<file path="config.mk">
export PLATFORM = sky130hd
export DESIGN_NAME = zcor_output_regs
export DESIGN_NICKNAME = d
export VERILOG_FILES = /design/src/hdl/zcor_pkg.sv /design/src/hdl/zcor_output_regs.sv
export SDC_FILE = /design/constraint.sdc
export NUM_CORES = 1
export LEC_CHECK = 0
export BUFFER_PORTS_ARGS = -buffer_cell sky130_fd_sc_hd__buf_2
export CORE_MARGIN = 2
export CORE_UTILIZATION = 57
export DETAILED_ROUTE_END_ITERATION = 8
export HOLD_SLACK_MARGIN = 0.05
export PLACE_DENSITY = 0.8
export SYNTH_ARGS = -nofsm -noshare
export SYNTH_HDL_FRONTEND = slang
export SYNTH_SLANG_ARGS = --single-unit
</file>
<file path="constraint.sdc">
create_clock -name i_clk -period 4.3 [get_ports i_clk]
set_input_delay 0.215 -clock i_clk [delete_from_list [all_inputs] [get_ports i_clk]]
set_output_delay 0.215 -clock i_clk [all_outputs]
set_load 0.02 [all_outputs]
</file>
<file path="src/hdl/zcor_pkg.sv">
/*
  Shared constants for the zone control output register bank: register
  offsets, control bit positions, status codes, special tracking values.
  Assumes one system clock and a synchronous active-high reset.
*/
package zcor_pkg;

  // ----------------------------------------------------------------
  // widths
  // ----------------------------------------------------------------
  localparam int unsigned ADDR_W = 8;
  localparam int unsigned DATA_W = 16;

  // ----------------------------------------------------------------
  // register offsets
  // ----------------------------------------------------------------
  localparam logic [7:0] OFF_LEFT_SPEED = 8'h28;
  localparam logic [7:0] OFF_RIGHT_SPEED = 8'h40;
  localparam logic [7:0] OFF_UP_ACCUM = 8'h68;
  localparam logic [7:0] OFF_UP_RELEASE = 8'h69;
  localparam logic [7:0] OFF_UP_HOLD1 = 8'h84;
  localparam logic [7:0] OFF_UP_HOLD2 = 8'h85;
  localparam logic [7:0] OFF_UP_INDUCT = 8'h86;
  localparam logic [7:0] OFF_DN_ACCUM = 8'hb8;
  localparam logic [7:0] OFF_DN_RELEASE = 8'hb9;
  localparam logic [7:0] OFF_DN_HOLD1 = 8'hd4;
  localparam logic [7:0] OFF_DN_HOLD2 = 8'hd5;
  localparam logic [7:0] OFF_DN_DISCHARGE = 8'he8;

  // ----------------------------------------------------------------
  // accumulation control bits
  // ----------------------------------------------------------------
  localparam int unsigned BIT_ACCUM = 0;
  localparam int unsigned BIT_ACCUM_UPSTREAM = 8;
  localparam int unsigned BIT_ARRIVAL_CONFIRM = 9;
  localparam int unsigned BIT_JOG_FWD = 10;
  localparam int unsigned BIT_JOG_REV = 11;
  localparam int unsigned BIT_WAKE = 12;
  localparam int unsigned BIT_MAINT = 13;
  localparam logic [15:0] ACCUM_USED_MASK = 16'h3f01;

  // ----------------------------------------------------------------
  // status codes, tracking special values, reset values
  // ----------------------------------------------------------------
  localparam logic [15:0] STAT_RUN_ACCEPT = 16'h0004;
  localparam logic [15:0] STAT_ACCEPT_TRACK = 16'h0001;
  localparam logic [15:0] STAT_HOLD = 16'h0005;
  localparam logic [15:0] STAT_RELEASE_OK = 16'h0001;
  localparam logic [15:0] TRACK_KEEP = 16'h0000;
  localparam logic [15:0] TRACK_CLEAR = 16'hffff;
  localparam logic [15:0] REG_RESET = 16'h0000;

  typedef enum logic [1:0] {ARR_IDLE, ARR_WAIT, ARR_JAM} zcor_arrival_t;

endpackage

</file>
<file path="src/hdl/zcor_output_regs.sv">
/*
  Output-side register bank of a two-zone conveyor controller, written
  cyclically by the line controller through a simple write/read port.
  Assumes zone logic on the same clock reports discharges and arrivals.
*/
`timescale 1ns/10ps
`default_nettype none

module zcor_output_regs #(
  parameter int unsigned ARRIVAL_WAIT_CYCLES = 1000
) (
  input wire logic i_clk,
  input wire logic i_reset,
  input wire logic i_wr_en,
  input wire logic [zcor_pkg::ADDR_W-1:0] i_wr_addr,
  input wire logic [zcor_pkg::DATA_W-1:0] i_wr_data,
  input wire logic i_rd_en,
  input wire logic [zcor_pkg::ADDR_W-1:0] i_rd_addr,
  output logic [zcor_pkg::DATA_W-1:0] o_rd_data,
  output logic o_rd_valid,
  input wire logic [15:0] i_configured_left_speed,
  input wire logic [15:0] i_configured_right_speed,
  input wire logic i_gear_drive,
  input wire logic [1:0] i_zone_discharged,
  input wire logic [1:0] i_arrival_seen,
  output logic [1:0] o_release_pulse,
  output logic [1:0] o_accumulate,
  output logic [1:0] o_accum_upstream,
  output logic [1:0] o_arrival_confirm,
  output logic [1:0] o_jog_fwd,
  output logic [1:0] o_jog_rev,
  output logic [1:0] o_wake,
  output logic [1:0] o_maintenance,
  output logic [1:0] o_upstream_busy,
  output logic [1:0] o_indicator_flash_green,
  output logic [1:0] o_motor_enable,
  output logic [1:0] o_jam,
  output logic [1:0][15:0] o_live_word1,
  output logic [1:0][15:0] o_live_word2,
  output logic [1:0][15:0] o_release_echo,
  output logic [15:0] o_left_speed_ref,
  output logic [15:0] o_right_speed_ref,
  output logic o_speed_unit_rpm_x10,
  output logic o_induct_accept_tracking,
  output logic o_downstream_hold,
  output logic o_downstream_release_ok
);
  import zcor_pkg::*;

  localparam int unsigned CNT_W = $clog2(ARRIVAL_WAIT_CYCLES + 1);
  localparam logic [CNT_W-1:0] JAM_LIMIT = CNT_W'(ARRIVAL_WAIT_CYCLES - 1);

  if (ARRIVAL_WAIT_CYCLES < 2) begin : g_bad_wait
    $error("ARRIVAL_WAIT_CYCLES must be at least 2");
  end

  // ----------------------------------------------------------------
  // address decode helpers
  // ----------------------------------------------------------------
  // k: 0 accum control, 1 release, 2 hold word 1, 3 hold word 2
  function automatic logic [7:0] zone_addr(input int z, input int k);
    logic [7:0] a;
    a = 8'h00;
    case (k)
      0: a = (z == 0) ? OFF_UP_ACCUM : OFF_DN_ACCUM;
      1: a = (z == 0) ? OFF_UP_RELEASE : OFF_DN_RELEASE;
      2: a = (z == 0) ? OFF_UP_HOLD1 : OFF_DN_HOLD1;
      3: a = (z == 0) ? OFF_UP_HOLD2 : OFF_DN_HOLD2;
      default: a = 8'h00;
    endcase
    return a;
  endfunction

  function automatic logic wr_hit(input logic [7:0] a);
    return i_wr_en && (i_wr_addr == a);
  endfunction

  // ----------------------------------------------------------------
  // storage
  // ----------------------------------------------------------------
  logic [15:0] accum [2];
  logic [15:0] rel [2];
  logic [15:0] rel_prev [2];
  logic [15:0] hold1 [2];
  logic [15:0] hold2 [2];
  logic [15:0] live1 [2];
  logic [15:0] live2 [2];
  logic [15:0] spd [2];
  logic [15:0] spd_last [2];
  logic [1:0] spd_seen;
  logic [15:0] induct;
  logic [15:0] discharge;
  logic [CNT_W-1:0] wait_cnt [2];
  zcor_arrival_t arr_state [2];
  wire logic [15:0] spd_ref [2];
  wire logic [15:0] spd_cfg [2];
  wire logic [1:0] commit;
  wire logic [1:0] both_zero;
  wire logic [1:0] both_ones;
  wire logic [1:0] jog;

  assign spd_cfg[0] = i_configured_left_speed;
  assign spd_cfg[1] = i_configured_right_speed;

  // ----------------------------------------------------------------
  // per-zone registers and tracking commit
  // ----------------------------------------------------------------
  for (genvar z = 0; z < 2; z++) begin : g_zone
    wire logic accum_on = accum[z][BIT_ACCUM];
    wire logic confirmed = i_arrival_seen[z] || o_arrival_confirm[z];
    always_ff @(posedge i_clk) begin
      if (i_reset) begin
        accum[z] <= REG_RESET;
        rel[z] <= REG_RESET;
        rel_prev[z] <= REG_RESET;
        hold1[z] <= REG_RESET;
        hold2[z] <= REG_RESET;
      end else begin
        if (wr_hit(zone_addr(z, 0))) begin
          accum[z] <= i_wr_data & ACCUM_USED_MASK;
        end
        if (wr_hit(zone_addr(z, 1))) begin
          rel[z] <= i_wr_data;
        end
        if (wr_hit(zone_addr(z, 2))) begin
          hold1[z] <= i_wr_data;
        end
        if (wr_hit(zone_addr(z, 3))) begin
          hold2[z] <= i_wr_data;
        end
        rel_prev[z] <= rel[z];
      end
    end
    assign o_release_pulse[z] = accum_on && (rel[z] != rel_prev[z]);
    assign commit[z] = o_release_pulse[z] || i_zone_discharged[z];
    assign both_zero[z] = (hold1[z] == TRACK_KEEP) && (hold2[z] == TRACK_KEEP);
    assign both_ones[z] = (hold1[z] == TRACK_CLEAR) &&
                          (hold2[z] == TRACK_CLEAR);
    always_ff @(posedge i_clk) begin
      if (i_reset) begin
        live1[z] <= REG_RESET;
        live2[z] <= REG_RESET;
      end else if (commit[z] && !both_zero[z]) begin
        live1[z] <= both_ones[z] ? REG_RESET : hold1[z];
        live2[z] <= both_ones[z] ? REG_RESET : hold2[z];
      end
    end
    always_ff @(posedge i_clk) begin
      if (i_reset) begin
        arr_state[z] <= ARR_IDLE;
        wait_cnt[z] <= '0;
      end else if (commit[z]) begin
        // a new carton outranks a late confirmation of the last one
        arr_state[z] <= ARR_WAIT;
        wait_cnt[z] <= '0;
      end else begin
        case (arr_state[z])
          ARR_IDLE: wait_cnt[z] <= '0;
          ARR_WAIT: begin
            if (confirmed) begin
              arr_state[z] <= ARR_IDLE;
            end else if (wait_cnt[z] == JAM_LIMIT) begin
              arr_state[z] <= ARR_JAM;
            end else begin
              wait_cnt[z] <= wait_cnt[z] + 1'b1;
            end
          end
          ARR_JAM: begin
            if (confirmed) begin
              arr_state[z] <= ARR_IDLE;
            end
          end
          default: arr_state[z] <= ARR_IDLE;
        endcase
      end
    end
    assign jog[z] = accum[z][BIT_JOG_FWD] || accum[z][BIT_JOG_REV];
    assign o_jog_fwd[z] = accum[z][BIT_JOG_FWD];
    assign o_jog_rev[z] = accum[z][BIT_JOG_REV];
    // accumulation, held by discharge status on downstream
    assign o_accumulate[z] = !jog[z] &&
      (accum_on || (z == 1 && discharge == STAT_HOLD));
    assign o_accum_upstream[z] = accum[z][BIT_ACCUM_UPSTREAM];
    assign o_arrival_confirm[z] = accum[z][BIT_ARRIVAL_CONFIRM];
    assign o_wake[z] = accum[z][BIT_WAKE] ||
      (z == 0 && induct == STAT_RUN_ACCEPT);
    assign o_maintenance[z] = accum[z][BIT_MAINT];
    assign o_upstream_busy[z] = accum[z][BIT_MAINT];
    assign o_indicator_flash_green[z] = accum[z][BIT_MAINT];
    assign o_motor_enable[z] = !accum[z][BIT_MAINT];
    assign o_jam[z] = (arr_state[z] == ARR_JAM);
    assign o_live_word1[z] = live1[z];
    assign o_live_word2[z] = live2[z];
    assign o_release_echo[z] = rel[z];
    chk_hold_copy: assert property (@(posedge i_clk)
      disable iff (i_reset) commit[z] && !both_zero[z] && !both_ones[z] |=>
      live1[z] == $past(hold1[z]) && live2[z] == $past(hold2[z]))
      else $error("holding words not copied at release");
    chk_zero_keeps: assert property (@(posedge i_clk)
      disable iff (i_reset) commit[z] && both_zero[z] |=>
      $stable(live1[z]) && $stable(live2[z]))
      else $error("zero holding words changed live tracking");
    chk_ffff_clears: assert property (@(posedge i_clk)
      disable iff (i_reset) commit[z] && both_ones[z] |=>
      live1[z] == 16'h0000 && live2[z] == 16'h0000)
      else $error("tracking not cleared");
    // sampled strobe and address, not the function's current-value view
    chk_release_change: assert property (@(posedge i_clk)
      disable iff (i_reset) i_wr_en && i_wr_addr == zone_addr(z, 1) &&
      i_wr_data != rel[z] && accum_on |=>
      o_release_pulse[z] ##1 (!o_release_pulse[z] || $past(i_wr_en)))
      else $error("release change gave no single pulse");
    chk_jam_timeout: assert property (@(posedge i_clk)
      disable iff (i_reset) $rose(o_jam[z]) |->
      $past(wait_cnt[z]) == JAM_LIMIT && !$past(confirmed))
      else $error("jam raised off the arrival timeout");
    chk_maint_stops: assert property (@(posedge i_clk)
      disable iff (i_reset) o_maintenance[z] |->
      !o_motor_enable[z] && o_upstream_busy[z] && o_indicator_flash_green[z])
      else $error("maintenance left motor enabled");
    chk_jog_override: assert property (@(posedge i_clk)
      disable iff (i_reset) jog[z] |-> !o_accumulate[z])
      else $error("accumulation active during jog");
    cov_release: cover property (@(posedge i_clk) disable iff (i_reset)
      o_release_pulse[z] ##1 !o_release_pulse[z]);
    cov_clear: cover property (@(posedge i_clk) disable iff (i_reset)
      commit[z] && both_ones[z]);
    cov_jam: cover property (@(posedge i_clk) disable iff (i_reset)
      $rose(o_jam[z]));
  end

  // ----------------------------------------------------------------
  // speed references
  // ----------------------------------------------------------------
  for (genvar s = 0; s < 2; s++) begin : g_speed
    wire logic [7:0] spd_off = (s == 0) ? OFF_LEFT_SPEED : OFF_RIGHT_SPEED;
    always_ff @(posedge i_clk) begin
      if (i_reset) begin
        spd[s] <= REG_RESET;
        spd_last[s] <= REG_RESET;
        spd_seen[s] <= 1'b0;
      end else begin
        if (wr_hit(spd_off)) begin
          spd[s] <= i_wr_data;
        end
        if (spd[s] != 16'h0000) begin
          spd_last[s] <= spd[s];
          spd_seen[s] <= 1'b1;
        end
      end
    end
    assign spd_ref[s] = (spd[s] != 16'h0000) ? spd[s] :
                        (spd_seen[s] ? spd_last[s] : spd_cfg[s]);
    chk_speed_zero: assert property (@(posedge i_clk)
      disable iff (i_reset) $past(spd[s]) != 16'h0000 &&
      spd[s] == 16'h0000 |-> spd_ref[s] == $past(spd[s]))
      else $error("zero speed dropped last reference");
    cov_speed_fall: cover property (@(posedge i_clk) disable iff (i_reset)
      $past(spd[s]) != 16'h0000 && spd[s] == 16'h0000);
  end

  assign o_left_speed_ref = spd_ref[0];
  assign o_right_speed_ref = spd_ref[1];
  assign o_speed_unit_rpm_x10 = i_gear_drive;

  // ----------------------------------------------------------------
  // induct and discharge status
  // ----------------------------------------------------------------
  always_ff @(posedge i_clk) begin
    if (i_reset) begin
      induct <= REG_RESET;
      discharge <= REG_RESET;
    end else begin
      if (wr_hit(OFF_UP_INDUCT)) begin
        induct <= i_wr_data;
      end
      if (wr_hit(OFF_DN_DISCHARGE)) begin
        discharge <= i_wr_data;
      end
    end
  end

  assign o_induct_accept_tracking = (induct == STAT_ACCEPT_TRACK);
  assign o_downstream_hold = (discharge == STAT_HOLD);
  assign o_downstream_release_ok = (discharge == STAT_RELEASE_OK);

  chk_induct_wake: assert property (@(posedge i_clk)
    disable iff (i_reset) induct == STAT_RUN_ACCEPT |-> o_wake[0])
    else $error("induct status 4 did not wake upstream");
  chk_discharge_hold: assert property (@(posedge i_clk)
    disable iff (i_reset) discharge == STAT_HOLD && !jog[1] |->
    o_accumulate[1] && !o_downstream_release_ok)
    else $error("discharge status 5 did not hold");
  cov_induct: cover property (@(posedge i_clk) disable iff (i_reset)
    induct == STAT_RUN_ACCEPT ##1 induct == STAT_ACCEPT_TRACK);

  // ----------------------------------------------------------------
  // readback
  // ----------------------------------------------------------------
  logic [15:0] rd_mux;
  always_comb begin
    rd_mux = 16'h0000;
    case (i_rd_addr)
      OFF_LEFT_SPEED: rd_mux = spd[0];
      OFF_RIGHT_SPEED: rd_mux = spd[1];
      OFF_UP_ACCUM: rd_mux = accum[0];
      OFF_UP_RELEASE: rd_mux = rel[0];
      OFF_UP_HOLD1: rd_mux = hold1[0];
      OFF_UP_HOLD2: rd_mux = hold2[0];
      OFF_UP_INDUCT: rd_mux = induct;
      OFF_DN_ACCUM: rd_mux = accum[1];
      OFF_DN_RELEASE: rd_mux = rel[1];
      OFF_DN_HOLD1: rd_mux = hold1[1];
      OFF_DN_HOLD2: rd_mux = hold2[1];
      OFF_DN_DISCHARGE: rd_mux = discharge;
      default: rd_mux = 16'h0000;
    endcase
  end

  always_ff @(posedge i_clk) begin
    if (i_reset) begin
      o_rd_data <= 16'h0000;
      o_rd_valid <= 1'b0;
    end else begin
      o_rd_valid <= i_rd_en;
      if (i_rd_en) begin
        o_rd_data <= rd_mux;
      end
    end
  end

endmodule

`default_nettype wire

</file>
==> summary.md <==
| Metric | Value |
|---|---|
| Worst skew pair latency | 0.52 ns |
| Pins Over Slew Limit | 0 |
| Wirelength per Cell | 25.1 um |
| Outcome | complete, no violations |
| Max-cap violations | 0 |
| Yosys warns | 0 |
| Area Overhead vs Synth | 16.4% |
| Crit path launch type | register |
| Drt first-iter violations | 1713 |
| Minimum clock period | 3.11 ns |
| Crit share post-route | 72.3% |
| Relative slew slack | 21.9% |
| Met1 GRT Util | 45.6% |
| GRT overflow | 0 |
| Leak | 7.42 nW |
| Met2 usage in global routing | 49.7% |
| DP HPWL | 34.8 mm |
| Vias in the first global route | 11400 |
| Largest cells by area after synthesis | edfxtp_1 (46%), dfxtp_1 (12%), and2_1 (7.6%) |
| Num CTS Buffers | 36 |
| Port bufs | 243 |
| EDFF count, synth | 246 |
| Unique masters post-synth | 77 |
| H-Tree Depth | 2 |
| Synth top area share | 45.9% |
| Cell Pwr Density | 409 nW/um2 |
| Sequential share of the synthesized area | 58.2% |
| Met3 usage | 8.45% |
| RSZ-0062 raised after global routing | false |
| DIE WIDTH | 172 um |
| CP Data Arrival Time | 3.22 ns |
| Most common cell in the netlist | edfxtp_1 |
| Cells after Synth | 1341 |
| CTS tree | done |
| CTS Sinks | 345 |
| Largest fanout on the critical path | 10 |
| Via count | 12200 |
| Hold Crit Class | in -> reg |
| Kind of critical path | reg -> reg |
| Clk Tree Root Cell | clkbuf_16 |
| Final-layout fill cell count | 2127 |
| Core ar. | 27800 um2 |
| GRT Total Usage | 32.9% |
| Worst Path Required | 4.41 ns |
| Area of the die | 29600 um2 |
| Clk_skew | 0.0141 ns |
| Post-synthesis register bit count | 345 |
| Synth async-reset ratio | 0% |
| Initial antenna violation count | 3 |
| Postcts setup bufs | 0 |
| Syn_nets | 1416 |
| Final wirelength | 49.3 mm |
| CP endpoint kind | register |
| Nets@finish | 1627 |
| CTS Buffer Depth | 3 |
| Peak Freq | 0.322 GHz |
| First-pass GRT wire length | 71.2 mm |
| Largest net degree at the start of global routing | 74 |
| Area leader, netlist | edfxtp_1 |
| Initial Util | 57.9% |
| Max IR drop VDD | 0.271 mV |
| # setup viols final | 0 |
| CTS clk-pin slew, worst paths | 0.06 ns |
| Final setup TNS | 0 ns |
| Peak-usage layer in the global routing report | met2 |
| Top cells by count, synth | edfxtp_1 (246), and2_1 (196), dfxtp_1 (99), nor2_1 (93), mux2i_1 (82) |
| Layout cells sized above 1 | 22.6% |
| Hold Slack | 0.104 ns |
| Row cnt | 61 |
| Gates resized, CTS repair | 0 |
| Placer Congestion | 1.00 |
| CTS Hold Buffers Added | 1 |
| Syn avg cell area | 12.0 um2 |
| Post-route DRC | 0 |
| Die Ht | 172 um |
| Final Hold Vio Count | 0 |
| DRT antenna net count | 0 |
| Worst-margin pin slew | 1.16 ns |
| Via density | 6.22 |
| Ys flop type | edfxtp_1 |
| Post-Syn Area | 16100 um2 |
| Initial DRT Pass Iterations | 7 |
| Num ports | 246 |
## cells by family (layout without fill, tap and decap cells)
kind of cell | Yosys count | count (layout) | share of synthesized area (%)
AOI/OAI and AO/OA | 186 | 186 | 9.33
adders and majority gates | 2 | 2 | 0.156
other | 0 | 3 | 0
buffers and inverters | 101 | 338 | 3.09
DFF | 345 | 345 | 58.2
xor gates and xnor gates | 49 | 49 | 2.67
muxes | 101 | 101 | 6.43
and+or+nand+nor | 557 | 557 | 20.1
## worst max-delay path, cell delays in order, from the launching register on
cell	delay [ns]
edfxtp_1	0.44
xnor2_1	0.22
nand4_1	0.18
o41ai_2	0.82
inv_1	0.16
nor3_1	0.36
o21ai_0	0.52
## where the power goes
group          internal [W]  total (W)  leakage (nW)  switching (W)
combinational      0.000201   0.000611          3.47       0.000410
sequential          0.00371    0.00384          3.37       0.000135
clock               0.00194    0.00320         0.585        0.00126
## layer usage
layer / vias up / routed length [um] / share of wire, %
met3: 123 / 6230 / 13
met5: - / 0 / 0
met2: 849 / 21700 / 44
met1: 5844 / 19400 / 39
met4: 0 / 1990 / 4.0
li1: 5375 / - / -
## final cells by class
type	count	area, um2	share of cell area [%]
flip-flops and latches	345	9370	50.1
multi-input cells	895	6270	33.5
clock buffers	46	960	5.13
clock inverters	18	238	1.27
inverters	14	52.6	0.281
well taps	378	473	2.53
diodes	3	7.51	0.0401
repair buffers	260	1350	7.21
## sequential cells by signal (all words and copies together) (netlist names), 2 cells and up
signal	count
spd_last	32
live2	32
rel_prev	32
rel	32
o_rd_data	16
wait_cnt	20
induct	16
arr_state	4
discharge	16
spd_seen	2
accum	14
hold1	32
spd	32
hold2	32
live1	32
## path summary, 6_finish.rpt
kind / start / to / slack [ns] / cells past startpoint
setup / recovery: rel[0][8] / wait_cnt[0][7] / 1.19 / 6
setup reg to reg: rel[0][8] / wait_cnt[0][7] / 1.19 / 6
hold reg to reg: o_rd_data[1] / o_rd_data[1] / 0.51 / 2
hold / removal: i_zone_discharged[1] / arr_state[1][0] / 0.10 / 3
## cells in the final DEF, fill, tap and decap left out, drive strengths merged, types with 4 or more instances in the layout
cell / netlist / final
a211oi: 12 / 12
and3: 23 / 23
a221oi: 22 / 22
o21ai: 24 / 24
nor2: 94 / 94
inv: 13 / 13
mux2i: 82 / 82
nor3: 16 / 16
nand4b: 4 / 4
nand4: 45 / 45
and2: 196 / 196
nand2b: 8 / 8
clkbuf: 54 / 46
nor4: 31 / 31
nor3b: 7 / 7
a22o: 6 / 6
o22ai: 6 / 6
a22oi: 32 / 32
xnor2: 43 / 43
mux2: 19 / 19
clkinv: 1 / 12
a21oi: 11 / 11
xor2: 6 / 6
buf: 33 / 259
or4: 4 / 4
o32ai: 5 / 5
nor2b: 63 / 63
nand2: 33 / 33
o21bai: 35 / 35
bufinv: 0 / 6
edfxtp: 246 / 246
nand3: 14 / 14
o221ai: 4 / 4
dfxtp: 99 / 99
or3: 5 / 5
## per-stage QoR
step	area [um2]	setup WS (ns)	util (%)	cells	total power, W
after floorplan	16100	0.379	-	1341	0.00422
after global placement	17500	1.44	63.0	1891	0.00449
after detailed placement	17500	1.30	63.0	1891	0.00450
after CTS	18700	1.24	67.3	1956	0.00764
after global routing	18700	0.994	67.4	1957	0.00782
final	18700	1.19	67.4	1959	0.00765
(Power assumes the default switching activity.)
